`config.mk`:
```
export PLATFORM = sky130hd
export DESIGN_NAME = acr_regs
export DESIGN_NICKNAME = d
export VERILOG_FILES = /design/src/core/acr_pkg.sv /design/src/core/acr_sense.sv /design/src/core/acr_regs.sv
export SDC_FILE = /design/constraint.sdc
export NUM_CORES = 1
export LEC_CHECK = 0
export BUFFER_PORTS_ARGS = -buffer_cell sky130_fd_sc_hd__buf_2
export CORE_ASPECT_RATIO = 0.5
export CORE_MARGIN = 8
export CORE_UTILIZATION = 45
export DETAILED_ROUTE_END_ITERATION = 10
export PLACE_DENSITY = 0.77
export SKIP_CTS_REPAIR_TIMING = 1
export SLEW_MARGIN = 20
export SYNTH_ARGS = -nofsm -noshare
export SYNTH_HDL_FRONTEND = slang
export SYNTH_SLANG_ARGS = --single-unit
```
`constraint.sdc`:
```
create_clock -name aclk -period 1.78 [get_ports aclk]
set_input_delay 0.356 -clock aclk [delete_from_list [all_inputs] [get_ports aclk]]
set_output_delay 0.356 -clock aclk [all_outputs]
set_load 0.005 [all_outputs]
```
`src/core/acr_pkg.sv`:
```
package acr_pkg;
  localparam int unsigned ADDR_W = 7;

  localparam logic [6:0] OFS_MIS    = 7'h00;
  localparam logic [6:0] OFS_RIS    = 7'h04;
  localparam logic [6:0] OFS_INTEN  = 7'h08;
  localparam logic [6:0] OFS_REFCTL = 7'h10;
  localparam logic [6:0] OFS_STAT0  = 7'h20;
  localparam logic [6:0] OFS_CTL0   = 7'h24;
  localparam logic [6:0] OFS_STAT1  = 7'h40;
  localparam logic [6:0] OFS_CTL1   = 7'h44;

  localparam int unsigned REF_POWER_BIT = 9;
  localparam int unsigned REF_RANGE_BIT = 8;
  localparam int unsigned REF_TAP_LSB   = 0;
  localparam int unsigned STAT_OUT_BIT  = 1;
  localparam int unsigned CTL_INV_BIT   = 1;
  localparam int unsigned CTL_SENSE_LSB = 2;
  localparam int unsigned CTL_POL_BIT   = 4;
  localparam int unsigned CTL_SRC_LSB   = 9;

  localparam logic [31:0] REG_RST     = 32'h0000_0000;
  localparam logic [31:0] REF_HI_MASK = 32'h0000_0300;
  localparam logic [31:0] REF_LO_MASK = 32'h0000_000f;

  localparam logic [1:0] RESP_OKAY   = 2'b00;
  localparam logic [1:0] RESP_SLVERR = 2'b10;

  typedef enum logic [1:0] {
    SENSE_LEVEL = 2'b00,
    SENSE_FALL  = 2'b01,
    SENSE_RISE  = 2'b10,
    SENSE_BOTH  = 2'b11
  } acr_sense_t;

  typedef struct packed {
    logic [1:0] src_sel;
    logic       level_sense_polarity;
    acr_sense_t interrupt_sense_select;
    logic       output_invert;
  } acr_cmp_ctrl_t;

  typedef struct packed {
    logic       power;
    logic       ladder_range_select;
    logic [3:0] tap;
  } acr_ladder_t;
endpackage

```
`src/core/acr_sense.sv`:
```
module acr_sense (
  input  wire logic                   aclk,      // System clock
  input  wire logic                   aresetn,   // Sync reset, low
  input  wire logic                   cmp_in,    // Comparator output
  input  wire acr_pkg::acr_cmp_ctrl_t ctrl,      // Per-comparator control
  output logic                        cond_out,  // Conditioned output
  output logic                        event_out  // Interrupt event
);
  logic cond_reg, cond_next;
  logic primed_reg, primed_next;
  logic cond_now;
  logic rise, fall;

  always_comb begin
    cond_now    = cmp_in ^ ctrl.output_invert; // [RL14]
    rise        = primed_reg && cond_now && !cond_reg;
    fall        = primed_reg && !cond_now && cond_reg;
    cond_next   = cond_now;
    primed_next = 1'b1;
    case (ctrl.interrupt_sense_select) // [RL12]
      acr_pkg::SENSE_LEVEL: event_out = (cond_now == ctrl.level_sense_polarity); // [RL13]
      acr_pkg::SENSE_FALL:  event_out = fall;
      acr_pkg::SENSE_RISE:  event_out = rise;
      acr_pkg::SENSE_BOTH:  event_out = rise || fall;
      default:              event_out = 1'b0;
    endcase
  end

  always_ff @(posedge aclk) begin
    if (!aresetn) begin
      cond_reg   <= 1'b0;
      primed_reg <= 1'b0;
    end else begin
      cond_reg   <= cond_next;
      primed_reg <= primed_next;
    end
  end

  assign cond_out = cond_reg;
endmodule

```
`src/core/acr_regs.sv`:
```
// Notes on behaviour
// RL1: Masked status: bit per comparator after enable.
// RL2: Raw status bit set by comparator event.
// RL3: Enable bit lets comparator drive interrupt.
// RL4: Masked equals raw AND enable; irq ORs.
// RL5: Ladder power bit 9, resets to zero.
// RL6: Power bit one connects ladder to supply.
// RL7: Range bit 8: 32 R or 24 R.
// RL8: Tap field bits 3:0 steer reference mux.
// RL9: Status bit 1 shows comparator output value.
// RL10: Status registers at 0x20 and 0x40.
// RL11: Reserved bits read-only; software preserves them.
// RL12: Sense field: level, fall, rise, either edge.
// RL13: Level mode polarity picks low or high.
// RL14: Invert bit flips output before all use.
//
// Local design decision: the AXI4-Lite register port.
module acr_regs (
  input  wire logic                   aclk,          // System clock
  input  wire logic                   aresetn,       // Sync reset, low
  input  wire logic [6:0]             awaddr,        // Write address
  input  wire logic [2:0]             awprot,        // Unused protection
  input  wire logic                   awvalid,       // Write address valid
  output logic                        awready,       // Write address ready
  input  wire logic [31:0]            wdata,         // Write data
  input  wire logic [3:0]             wstrb,         // Byte strobes
  input  wire logic                   wvalid,        // Write data valid
  output logic                        wready,        // Write data ready
  output logic [1:0]                  bresp,         // Write response
  output logic                        bvalid,        // Write response valid
  input  wire logic                   bready,        // Write response ready
  input  wire logic [6:0]             araddr,        // Read address
  input  wire logic [2:0]             arprot,        // Unused protection
  input  wire logic                   arvalid,       // Read address valid
  output logic                        arready,       // Read address ready
  output logic [31:0]                 rdata,         // Read data
  output logic [1:0]                  rresp,         // Read response
  output logic                        rvalid,        // Read data valid
  input  wire logic                   rready,        // Read data ready
  input  wire logic                   cmp0_in,       // Comparator 0 output
  input  wire logic                   cmp1_in,       // Comparator 1 output
  output acr_pkg::acr_ladder_t        ladder,        // Ladder power, range, tap
  output logic [1:0]                  cmp0_src_sel,  // Comparator 0 input source
  output logic [1:0]                  cmp1_src_sel,  // Comparator 1 input source
  output logic                        irq            // Interrupt request
);
  function automatic logic [31:0] apply_strb(input logic [31:0] old_v,
                                             input logic [31:0] new_v,
                                             input logic [3:0]  strb);
    logic [31:0] r;
    r = old_v;
    for (int i = 0; i < 4; i++) begin
      if (strb[i]) begin
        r[i*8 +: 8] = new_v[i*8 +: 8];
      end
    end
    return r;
  endfunction

  function automatic acr_pkg::acr_ladder_t to_ladder(input logic [31:0] w);
    acr_pkg::acr_ladder_t l;
    l.power               = w[acr_pkg::REF_POWER_BIT];
    l.ladder_range_select = w[acr_pkg::REF_RANGE_BIT];
    l.tap                 = w[acr_pkg::REF_TAP_LSB +: 4];
    return l;
  endfunction

  function automatic logic [31:0] ladder_word(input acr_pkg::acr_ladder_t l);
    logic [31:0] w;
    w                              = '0;
    w[acr_pkg::REF_POWER_BIT]      = l.power;
    w[acr_pkg::REF_RANGE_BIT]      = l.ladder_range_select;
    w[acr_pkg::REF_TAP_LSB +: 4]   = l.tap;
    return w;
  endfunction

  function automatic acr_pkg::acr_cmp_ctrl_t to_ctrl(input logic [31:0] w);
    acr_pkg::acr_cmp_ctrl_t c;
    c.src_sel                = w[acr_pkg::CTL_SRC_LSB +: 2];
    c.level_sense_polarity   = w[acr_pkg::CTL_POL_BIT];
    c.interrupt_sense_select = acr_pkg::acr_sense_t'(w[acr_pkg::CTL_SENSE_LSB +: 2]);
    c.output_invert          = w[acr_pkg::CTL_INV_BIT];
    return c;
  endfunction

  function automatic logic [31:0] ctrl_word(input acr_pkg::acr_cmp_ctrl_t c);
    logic [31:0] w;
    w                              = '0;
    w[acr_pkg::CTL_SRC_LSB +: 2]   = c.src_sel;
    w[acr_pkg::CTL_POL_BIT]        = c.level_sense_polarity;
    w[acr_pkg::CTL_SENSE_LSB +: 2] = c.interrupt_sense_select;
    w[acr_pkg::CTL_INV_BIT]        = c.output_invert;
    return w;
  endfunction

  function automatic logic [31:0] stat_word(input logic v);
    logic [31:0] w;
    w                        = '0;
    w[acr_pkg::STAT_OUT_BIT] = v;
    return w;
  endfunction

  // Register state
  logic [1:0]             en_reg, en_next;
  logic [1:0]             raw_reg, raw_next;
  acr_pkg::acr_ladder_t   ref_reg, ref_next;
  acr_pkg::acr_cmp_ctrl_t ctl0_reg, ctl0_next;
  acr_pkg::acr_cmp_ctrl_t ctl1_reg, ctl1_next;
  logic                   irq_reg, irq_next;
  logic [1:0]             clr;
  logic                   cond0, cond1;
  logic                   ev0, ev1;
  logic [1:0]             masked_w;

  // Bus state
  logic                   aw_held_reg, aw_held_next;
  logic [6:0]             awaddr_reg, awaddr_next;
  logic                   w_held_reg, w_held_next;
  logic [31:0]            wdata_reg, wdata_next;
  logic [3:0]             wstrb_reg, wstrb_next;
  logic                   awready_reg, awready_next;
  logic                   wready_reg, wready_next;
  logic                   bvalid_reg, bvalid_next;
  logic [1:0]             bresp_reg, bresp_next;
  logic                   arready_reg, arready_next;
  logic                   rvalid_reg, rvalid_next;
  logic [31:0]            rdata_reg, rdata_next;
  logic [1:0]             rresp_reg, rresp_next;
  logic                   aw_hs, w_hs, ar_hs, do_write, wr_mapped;
  logic [6:0]             waddr;
  logic [31:0]            wd;
  logic [3:0]             ws;

  acr_sense u_sense0 (
    .aclk      (aclk),
    .aresetn   (aresetn),
    .cmp_in    (cmp0_in),
    .ctrl      (ctl0_reg),
    .cond_out  (cond0),
    .event_out (ev0)
  );

  acr_sense u_sense1 (
    .aclk      (aclk),
    .aresetn   (aresetn),
    .cmp_in    (cmp1_in),
    .ctrl      (ctl1_reg),
    .cond_out  (cond1),
    .event_out (ev1)
  );

  assign masked_w = raw_reg & en_reg; // [RL4]

  // Write channel: address and data taken in either order
  always_comb begin
    aw_hs        = awvalid && awready_reg;
    w_hs         = wvalid && wready_reg;
    waddr        = aw_held_reg ? awaddr_reg : awaddr;
    wd           = w_held_reg ? wdata_reg : wdata;
    ws           = w_held_reg ? wstrb_reg : wstrb;
    do_write     = (aw_held_reg || aw_hs) && (w_held_reg || w_hs) && !bvalid_reg;
    aw_held_next = (aw_held_reg || aw_hs) && !do_write;
    w_held_next  = (w_held_reg || w_hs) && !do_write;
    awaddr_next  = aw_hs ? awaddr : awaddr_reg;
    wdata_next   = w_hs ? wdata : wdata_reg;
    wstrb_next   = w_hs ? wstrb : wstrb_reg;
    case (waddr) // [RL10]
      acr_pkg::OFS_MIS, acr_pkg::OFS_RIS, acr_pkg::OFS_INTEN,
      acr_pkg::OFS_REFCTL, acr_pkg::OFS_STAT0, acr_pkg::OFS_CTL0,
      acr_pkg::OFS_STAT1, acr_pkg::OFS_CTL1: wr_mapped = 1'b1;
      default:                               wr_mapped = 1'b0;
    endcase
    bvalid_next  = do_write || (bvalid_reg && !bready);
    if (do_write) begin
      bresp_next = wr_mapped ? acr_pkg::RESP_OKAY : acr_pkg::RESP_SLVERR;
    end else begin
      bresp_next = bresp_reg;
    end
    awready_next = !aw_held_next && !bvalid_next;
    wready_next  = !w_held_next && !bvalid_next;
  end

  // Register file update; reserved bits never stored
  always_comb begin
    en_next   = en_reg;
    ref_next  = ref_reg;
    ctl0_next = ctl0_reg;
    ctl1_next = ctl1_reg;
    clr       = 2'b00;
    if (do_write) begin
      case (waddr)
        acr_pkg::OFS_INTEN:  en_next = ws[0] ? wd[1:0] : en_reg; // [RL3]
        acr_pkg::OFS_RIS:    clr = ws[0] ? wd[1:0] : 2'b00;
        acr_pkg::OFS_REFCTL: begin // [RL5] [RL7] [RL8] [RL11]
          ref_next = to_ladder(apply_strb(ladder_word(ref_reg), wd, ws));
        end
        acr_pkg::OFS_CTL0:   begin // [RL11]
          ctl0_next = to_ctrl(apply_strb(ctrl_word(ctl0_reg), wd, ws));
        end
        acr_pkg::OFS_CTL1:   begin // [RL11]
          ctl1_next = to_ctrl(apply_strb(ctrl_word(ctl1_reg), wd, ws));
        end
        default:             clr = 2'b00;
      endcase
    end
    raw_next = (raw_reg & ~clr) | {ev1, ev0}; // [RL2]
    irq_next = |(raw_next & en_next); // [RL4] [RL3]
  end

  // Read channel
  always_comb begin
    ar_hs        = arvalid && arready_reg;
    rvalid_next  = ar_hs || (rvalid_reg && !rready);
    rdata_next   = rdata_reg;
    rresp_next   = rresp_reg;
    if (ar_hs) begin
      rresp_next = acr_pkg::RESP_OKAY;
      case (araddr) // [RL10] [RL11]
        acr_pkg::OFS_MIS:    rdata_next = {30'h0, masked_w}; // [RL1]
        acr_pkg::OFS_RIS:    rdata_next = {30'h0, raw_reg}; // [RL2]
        acr_pkg::OFS_INTEN:  rdata_next = {30'h0, en_reg};
        acr_pkg::OFS_REFCTL: rdata_next = ladder_word(ref_reg);
        acr_pkg::OFS_STAT0:  rdata_next = stat_word(cond0); // [RL9]
        acr_pkg::OFS_CTL0:   rdata_next = ctrl_word(ctl0_reg);
        acr_pkg::OFS_STAT1:  rdata_next = stat_word(cond1); // [RL9]
        acr_pkg::OFS_CTL1:   rdata_next = ctrl_word(ctl1_reg);
        default: begin
          rdata_next = 32'h0000_0000;
          rresp_next = acr_pkg::RESP_SLVERR;
        end
      endcase
    end
    arready_next = !rvalid_next;
  end

  always_ff @(posedge aclk) begin
    if (!aresetn) begin
      en_reg      <= acr_pkg::REG_RST[1:0];
      raw_reg     <= acr_pkg::REG_RST[1:0];
      ref_reg     <= to_ladder(acr_pkg::REG_RST); // [RL5]
      ctl0_reg    <= to_ctrl(acr_pkg::REG_RST);
      ctl1_reg    <= to_ctrl(acr_pkg::REG_RST);
      irq_reg     <= 1'b0;
      aw_held_reg <= 1'b0;
      awaddr_reg  <= 7'h00;
      w_held_reg  <= 1'b0;
      wdata_reg   <= 32'h0000_0000;
      wstrb_reg   <= 4'h0;
      awready_reg <= 1'b0;
      wready_reg  <= 1'b0;
      bvalid_reg  <= 1'b0;
      bresp_reg   <= acr_pkg::RESP_OKAY;
      arready_reg <= 1'b0;
      rvalid_reg  <= 1'b0;
      rdata_reg   <= 32'h0000_0000;
      rresp_reg   <= acr_pkg::RESP_OKAY;
    end else begin
      en_reg      <= en_next;
      raw_reg     <= raw_next;
      ref_reg     <= ref_next;
      ctl0_reg    <= ctl0_next;
      ctl1_reg    <= ctl1_next;
      irq_reg     <= irq_next;
      aw_held_reg <= aw_held_next;
      awaddr_reg  <= awaddr_next;
      w_held_reg  <= w_held_next;
      wdata_reg   <= wdata_next;
      wstrb_reg   <= wstrb_next;
      awready_reg <= awready_next;
      wready_reg  <= wready_next;
      bvalid_reg  <= bvalid_next;
      bresp_reg   <= bresp_next;
      arready_reg <= arready_next;
      rvalid_reg  <= rvalid_next;
      rdata_reg   <= rdata_next;
      rresp_reg   <= rresp_next;
    end
  end

  assign awready      = awready_reg;
  assign wready       = wready_reg;
  assign bvalid       = bvalid_reg;
  assign bresp        = bresp_reg;
  assign arready      = arready_reg;
  assign rvalid       = rvalid_reg;
  assign rdata        = rdata_reg;
  assign rresp        = rresp_reg;
  assign ladder       = ref_reg; // [RL6] [RL7] [RL8]
  assign cmp0_src_sel = ctl0_reg.src_sel;
  assign cmp1_src_sel = ctl1_reg.src_sel;
  assign irq          = irq_reg;

  // Checks
  logic [31:0] wd_ref;
  logic [31:0] ref_word;
  assign wd_ref   = wd;
  assign ref_word = ladder_word(ref_reg);
endmodule

```
# Word level (Yosys, flattened, before mapping)
# Index checks and enable logic that the tools add are counted.
# totals
ramBits,0
latchBits,0
romBits,0
elab_cells,125
register_bits,89
output_inout_bits,52
n_memories,0
input_bits,65
# op_classes
n_eq_ne,22
addsub,0
shift,0
mux,16
reduce_logical,50
div_mod_pow,0
multipliers,0
magnitude_cmp,0
bitwise,7
# op_table
cell,n
case mux 11 bit (8 select lines),1
equality test 7 x 6 -> 1 bit (second input constant),4
equality test 7 bit (second input constant),4
logical AND 1 bit,19
2-to-1 mux 2 bit,9
AND reduction 3 bit,6
OR reduction 8 bit,2
equality test 7 x 3 -> 1 bit (second input constant),2
equality test 7 x 4 -> 1 bit (second input constant),2
equality test 7 x 5 -> 1 bit (second input constant),2
zero test 7 bit,2
zero test 1 bit,12
2-to-1 mux 11 bit,1
equality test 2 bit (second input constant),4
case mux 1 bit (4 select lines),2
2-to-1 mux 7 bit,1
AND 2 bit,3
logical OR 1 bit,6
equality test 2 x 1 -> 1 bit (second input constant),2
zero test 2 bit,2
equality test 1 bit,2
2-to-1 mux 1 bit,2
NOT 2 bit,1
OR 2 bit,1
other kinds (2),3

# Longest topological paths before layout
# depth
word_depth,10
mapped_depth,7
ltp_nobuf,5

# Modules after synthesis
# From an unflattened synthesis, not the netlist that was laid out.
# unflattened
hier_cells,348
hier_area_um2,3131.8
# modules_own_cells
mod,instances,cells_per_inst,seq_area_each_um2,area_each_um2
acr_regs,1,328,1141.1,2924.1
acr_sense,2,10,40.0,103.8

# Worst setup path before layout
# OpenSTA, ideal clock, no wires.
# synth_path
kind,input port to flip-flop
startpoint,input port awvalid
endpoint,"register irq_reg, in the netlist irq"
setup_time_ns,0.075
path_slack_ns,-0.134
n_path_buf,1
stages,6
required_ns,1.705
t_arrival_ns,1.839
path_cell_list,buf_2 > a21oi_1 > a211o_1 > nor4_1 > mux2_2 > o22ai_1
# synth_between
elab_chain_cells,10
word_cells_on_any_way,11
cone_classes,mux: 2; bitwise: 4; reduce/logical: 5
# synth_rtl
element,line,rtl
from (decl),acr_regs.sv:23,"input wire logic awvalid,"
logical AND 1 bit *,acr_regs.sv:156,aw_hs = awvalid && awready_reg;
logical OR 1 bit *,acr_regs.sv:161,do_write = (aw_held_reg || aw_hs) && (w_held_reg || w_hs) && !bvalid_reg;
logical AND 1 bit * (2 in a row),acr_regs.sv:161,
2-to-1 mux 2 bit,acr_regs.sv:190,if (do_write) begin
NOT 2 bit,acr_regs.sv:206,"raw_next = (raw_reg & ~clr) | {ev1, ev0};"
AND 2 bit,acr_regs.sv:206,
OR 2 bit,acr_regs.sv:206,
AND 2 bit *,acr_regs.sv:207,irq_next = |(raw_next & en_next);
OR reduction 2 bit *,acr_regs.sv:207,
to (signal assigned),acr_regs.sv:263,irq_reg <= irq_next;
to (decl),acr_regs.sv:109,"logic irq_reg, irq_next;"
# Mark *: on every way between the ends. The rest lies on a longest branch, timed or not.
# A chain may end at the register's enable or synchronous reset.

# Final worst setup path
# layout_path
startpoint,register awaddr_reg[0]
endpoint,register ctl0_reg (netlist bit cmp0_src_sel[1])
# layout_between
elab_chain_cells,3
# layout_rtl
element,line,rtl
from (decl),acr_regs.sv:117,"logic [6:0] awaddr_reg, awaddr_next;"
from (signal assigned),acr_regs.sv:265,awaddr_reg <= awaddr_next;
2-to-1 mux 7 bit,acr_regs.sv:158,waddr = aw_held_reg ? awaddr_reg : awaddr;
equality test 7 x 6 -> 1 bit,acr_regs.sv:191,case (waddr)
AND reduction 3 bit (no source line),n/a,
to (signal assigned),acr_regs.sv:241,ctl0_reg <= to_ctrl(acr_pkg::REG_RST);
to (signal assigned),acr_regs.sv:261,ctl0_reg <= ctl0_next;
to (decl),acr_regs.sv:107,"acr_pkg::acr_cmp_ctrl_t ctl0_reg, ctl0_next;"
# No other way between the ends.

==> impl_metrics.toml <==
[power]
peakVddDrop_mv = 0.433
p_leak_nw = 1.73
power_frac_comb = 0.109
power_frac_seq = 0.386
p_int_mw = 2.80
power_mw = 3.67
netSwitchingPower_uw = 870
p_clk_frac = 0.505
powerDensity_nw_per_um2 = 929
swShare = 0.237

[run]
cap_violations = 0

[drt]
wire_per_inst_um = 14.9
drtAntennaViolNets = 0
routed_via_density = 5.12
first_pass_iters = 5
drc_errors = 0
routed_wl_mm = 7.85
drt_iter0_drc = 195
via_count = 2697

[placement]
hpwl_mm = 5.82
dpl_worst_slack_ns = -0.141
port_buffers = 58
post_dp_cell_area_um2 = 3570
place.gp.congestion = 0.851

[layout]
insertedDiodeCount = 0
drive_gt1_frac = 0.297
nets = 495
fillers = 595
fin_area_um2 = 3950
regArea_um2 = 1200
multi_input_area_um2 = 1760
syn_to_final_growth_pct = 26.7

[setup_path]
cp_data_required_time_ns = 2.00
setup.worst_path.class = "reg -> reg"
cp-start-kind = "flip-flop"
worstSetupEndpointType = "flip-flop"
cp_max_fo = 4
cp.arrival_ns = 2.13

[global_route]
gr-max-usage-layer = "met2"
grt_util_met1 = 0.184
grt_pass1_wl_mm = 12.1
gr-total-overflow = 0
grtUsageMet2 = 0.241
grt_pass1_vias = 2539
grt_use_total = 0.150
grt_max_degree = 25
grt_util_met3 = 0.0459
antenna_found_initial = 0

[logic_synthesis]
ys_ff_latch = 60
yosysUniqueCellTypes = 52
syn_area_um2 = 3120
synth_edf_count = 0
syn-instance-count = 350
yosys_most_used_dff = "dfxtp_1"
yosys_warnings = 0
syn_avg_cell_area_um2 = 8.91
synth-async-reset-ratio = 0
ys_seq_area_frac = 0.385

[clock_network]
cts_sinks = 60
path_clk_slew_ns = 0.06
cts-htree-levels = 3
cts_max_path_buffers = 2
clk_latency_ns = 0.33
cts_made_buffers = 9
root_buffer = "clkbuf_16"
tritoncts = "done"

[floorplan]
die_y_um = 74.9
die_w_um = 134
core-area_um2 = 6700
rows = 21
start_util = 0.465
io_pins = 117
die-area_um2 = 10000

[sta]
clock_skew_ns = 0.00525
finalCriticalPeriod_ns = 1.91
drv_slew = 0
setup_ws_ns = -0.134
rsz0062_at_grt = "true"
clock.fmax_ghz = 0.523
finalCritPeriodShare = 1.08
finalSetupViolCount = 7
hold_viol = 0

[hold_path]
hold_class = "in -> reg"

[status]
status = "complete, but fails checks"
violations = "negative setup slack"
-- final timing paths --
kind,depth (start not counted),slack [ns],from,to
min reg2reg,2,0.46,wdata_reg[0],wdata_reg[0]
max,6,-0.13,awaddr_reg[0],cmp0_src_sel[1]
max reg2reg,6,-0.13,awaddr_reg[0],cmp0_src_sel[1]
min,3,0.29,wdata[8],wdata_reg[8]
-- area by class of cell --
cell class	count	share of cell area
flip-flops and latches	60	0.304
inverters	5	0.00475
multi-input cells	265	0.446
clock buffers	9	0.0570
repair buffers	89	0.134
well taps	92	0.0291
clock inverters	7	0.0250
-- layout by cell type, fill, tap and decap left out, drive strengths merged, types with 3 or more instances in the layout --
cell / count
nor2: 10
a22o: 9
a21oi: 5
a21o: 3
clkbuf: 9
nand2: 48
nand2b: 3
nand4: 3
conb: 26
dfxtp: 60
inv: 7
mux2: 10
nand4b: 5
nor3: 11
o21ai: 5
and2: 5
nand3: 13
mux2i: 22
nor2b: 20
and3: 4
a21boi: 20
xor2: 4
a22oi: 3
a211oi: 5
buf: 89
-- kinds of logic (layout without fill, tap and decap cells) --
family / Yosys count / after routing / share of synthesized area
simple gates: 134 / 134 / 0.225
fa+ha+maj: 1 / 1 / 0.00321
buf+inv: 50 / 110 / 0.0971
other cells: 1 / 26 / 0.00120
mux: 32 / 32 / 0.107
compound gates: 68 / 68 / 0.170
xor+xnor: 4 / 4 / 0.0112
flops: 60 / 60 / 0.385
-- synthesized netlist by cell type, types with 9 or more instances --
| master | n | share of area |
|---|---|---|
| a21boi_0 | 20 | 0.048 |
| a22o_1 | 9 | 0.025 |
| buf_4 | 30 | 0.072 |
| clkbuf_1 | 11 | 0.013 |
| dfxtp_1 | 60 | 0.39 |
| mux2_2 | 10 | 0.036 |
| mux2i_1 | 22 | 0.071 |
| nand2_1 | 48 | 0.058 |
| nand3_1 | 13 | 0.021 |
| nor2_1 | 10 | 0.012 |
| nor2b_1 | 20 | 0.040 |
| nor3_1 | 10 | 0.016 |
-- per-stage QoR --
step                hold slack, ns  std cells   util  TNS (ns)
CTS                          0.279        526  0.581    -0.918
finish                       0.287        527  0.590    -0.663
global placement             0.446        510  0.533    -0.612
global route                 0.303        527  0.590     -1.96
detailed placement           0.452        510  0.533    -0.864
floorplan                    0.384        375      -    -0.154
-- worst max-delay path, stage by stage (launching register included) --
cell      delay [ns]
dfxtp_1         0.31
or3b_4          0.43
or3_4           0.41
a211oi_2        0.24
buf_4           0.17
mux2i_1         0.18
nor2b_1         0.06
-- routing by layer --
metal,vias to the layer above,part of all wire
li1,1354,-
met1,1257,0.46
met2,79,0.45
met3,7,0.073
met4,0,0.0085
met5,-,0
-- power by group through the flow --
stage	Sequential (mW)	Clock [mW]	Combinational, mW
after floorplan	1.44	0	0.264
after global placement	1.44	0	0.378
after detailed placement	1.44	0	0.382
after CTS	1.42	1.88	0.385
after global routing	1.42	1.94	0.441
final	1.42	1.85	0.401
(Power assumes the default switching activity.)
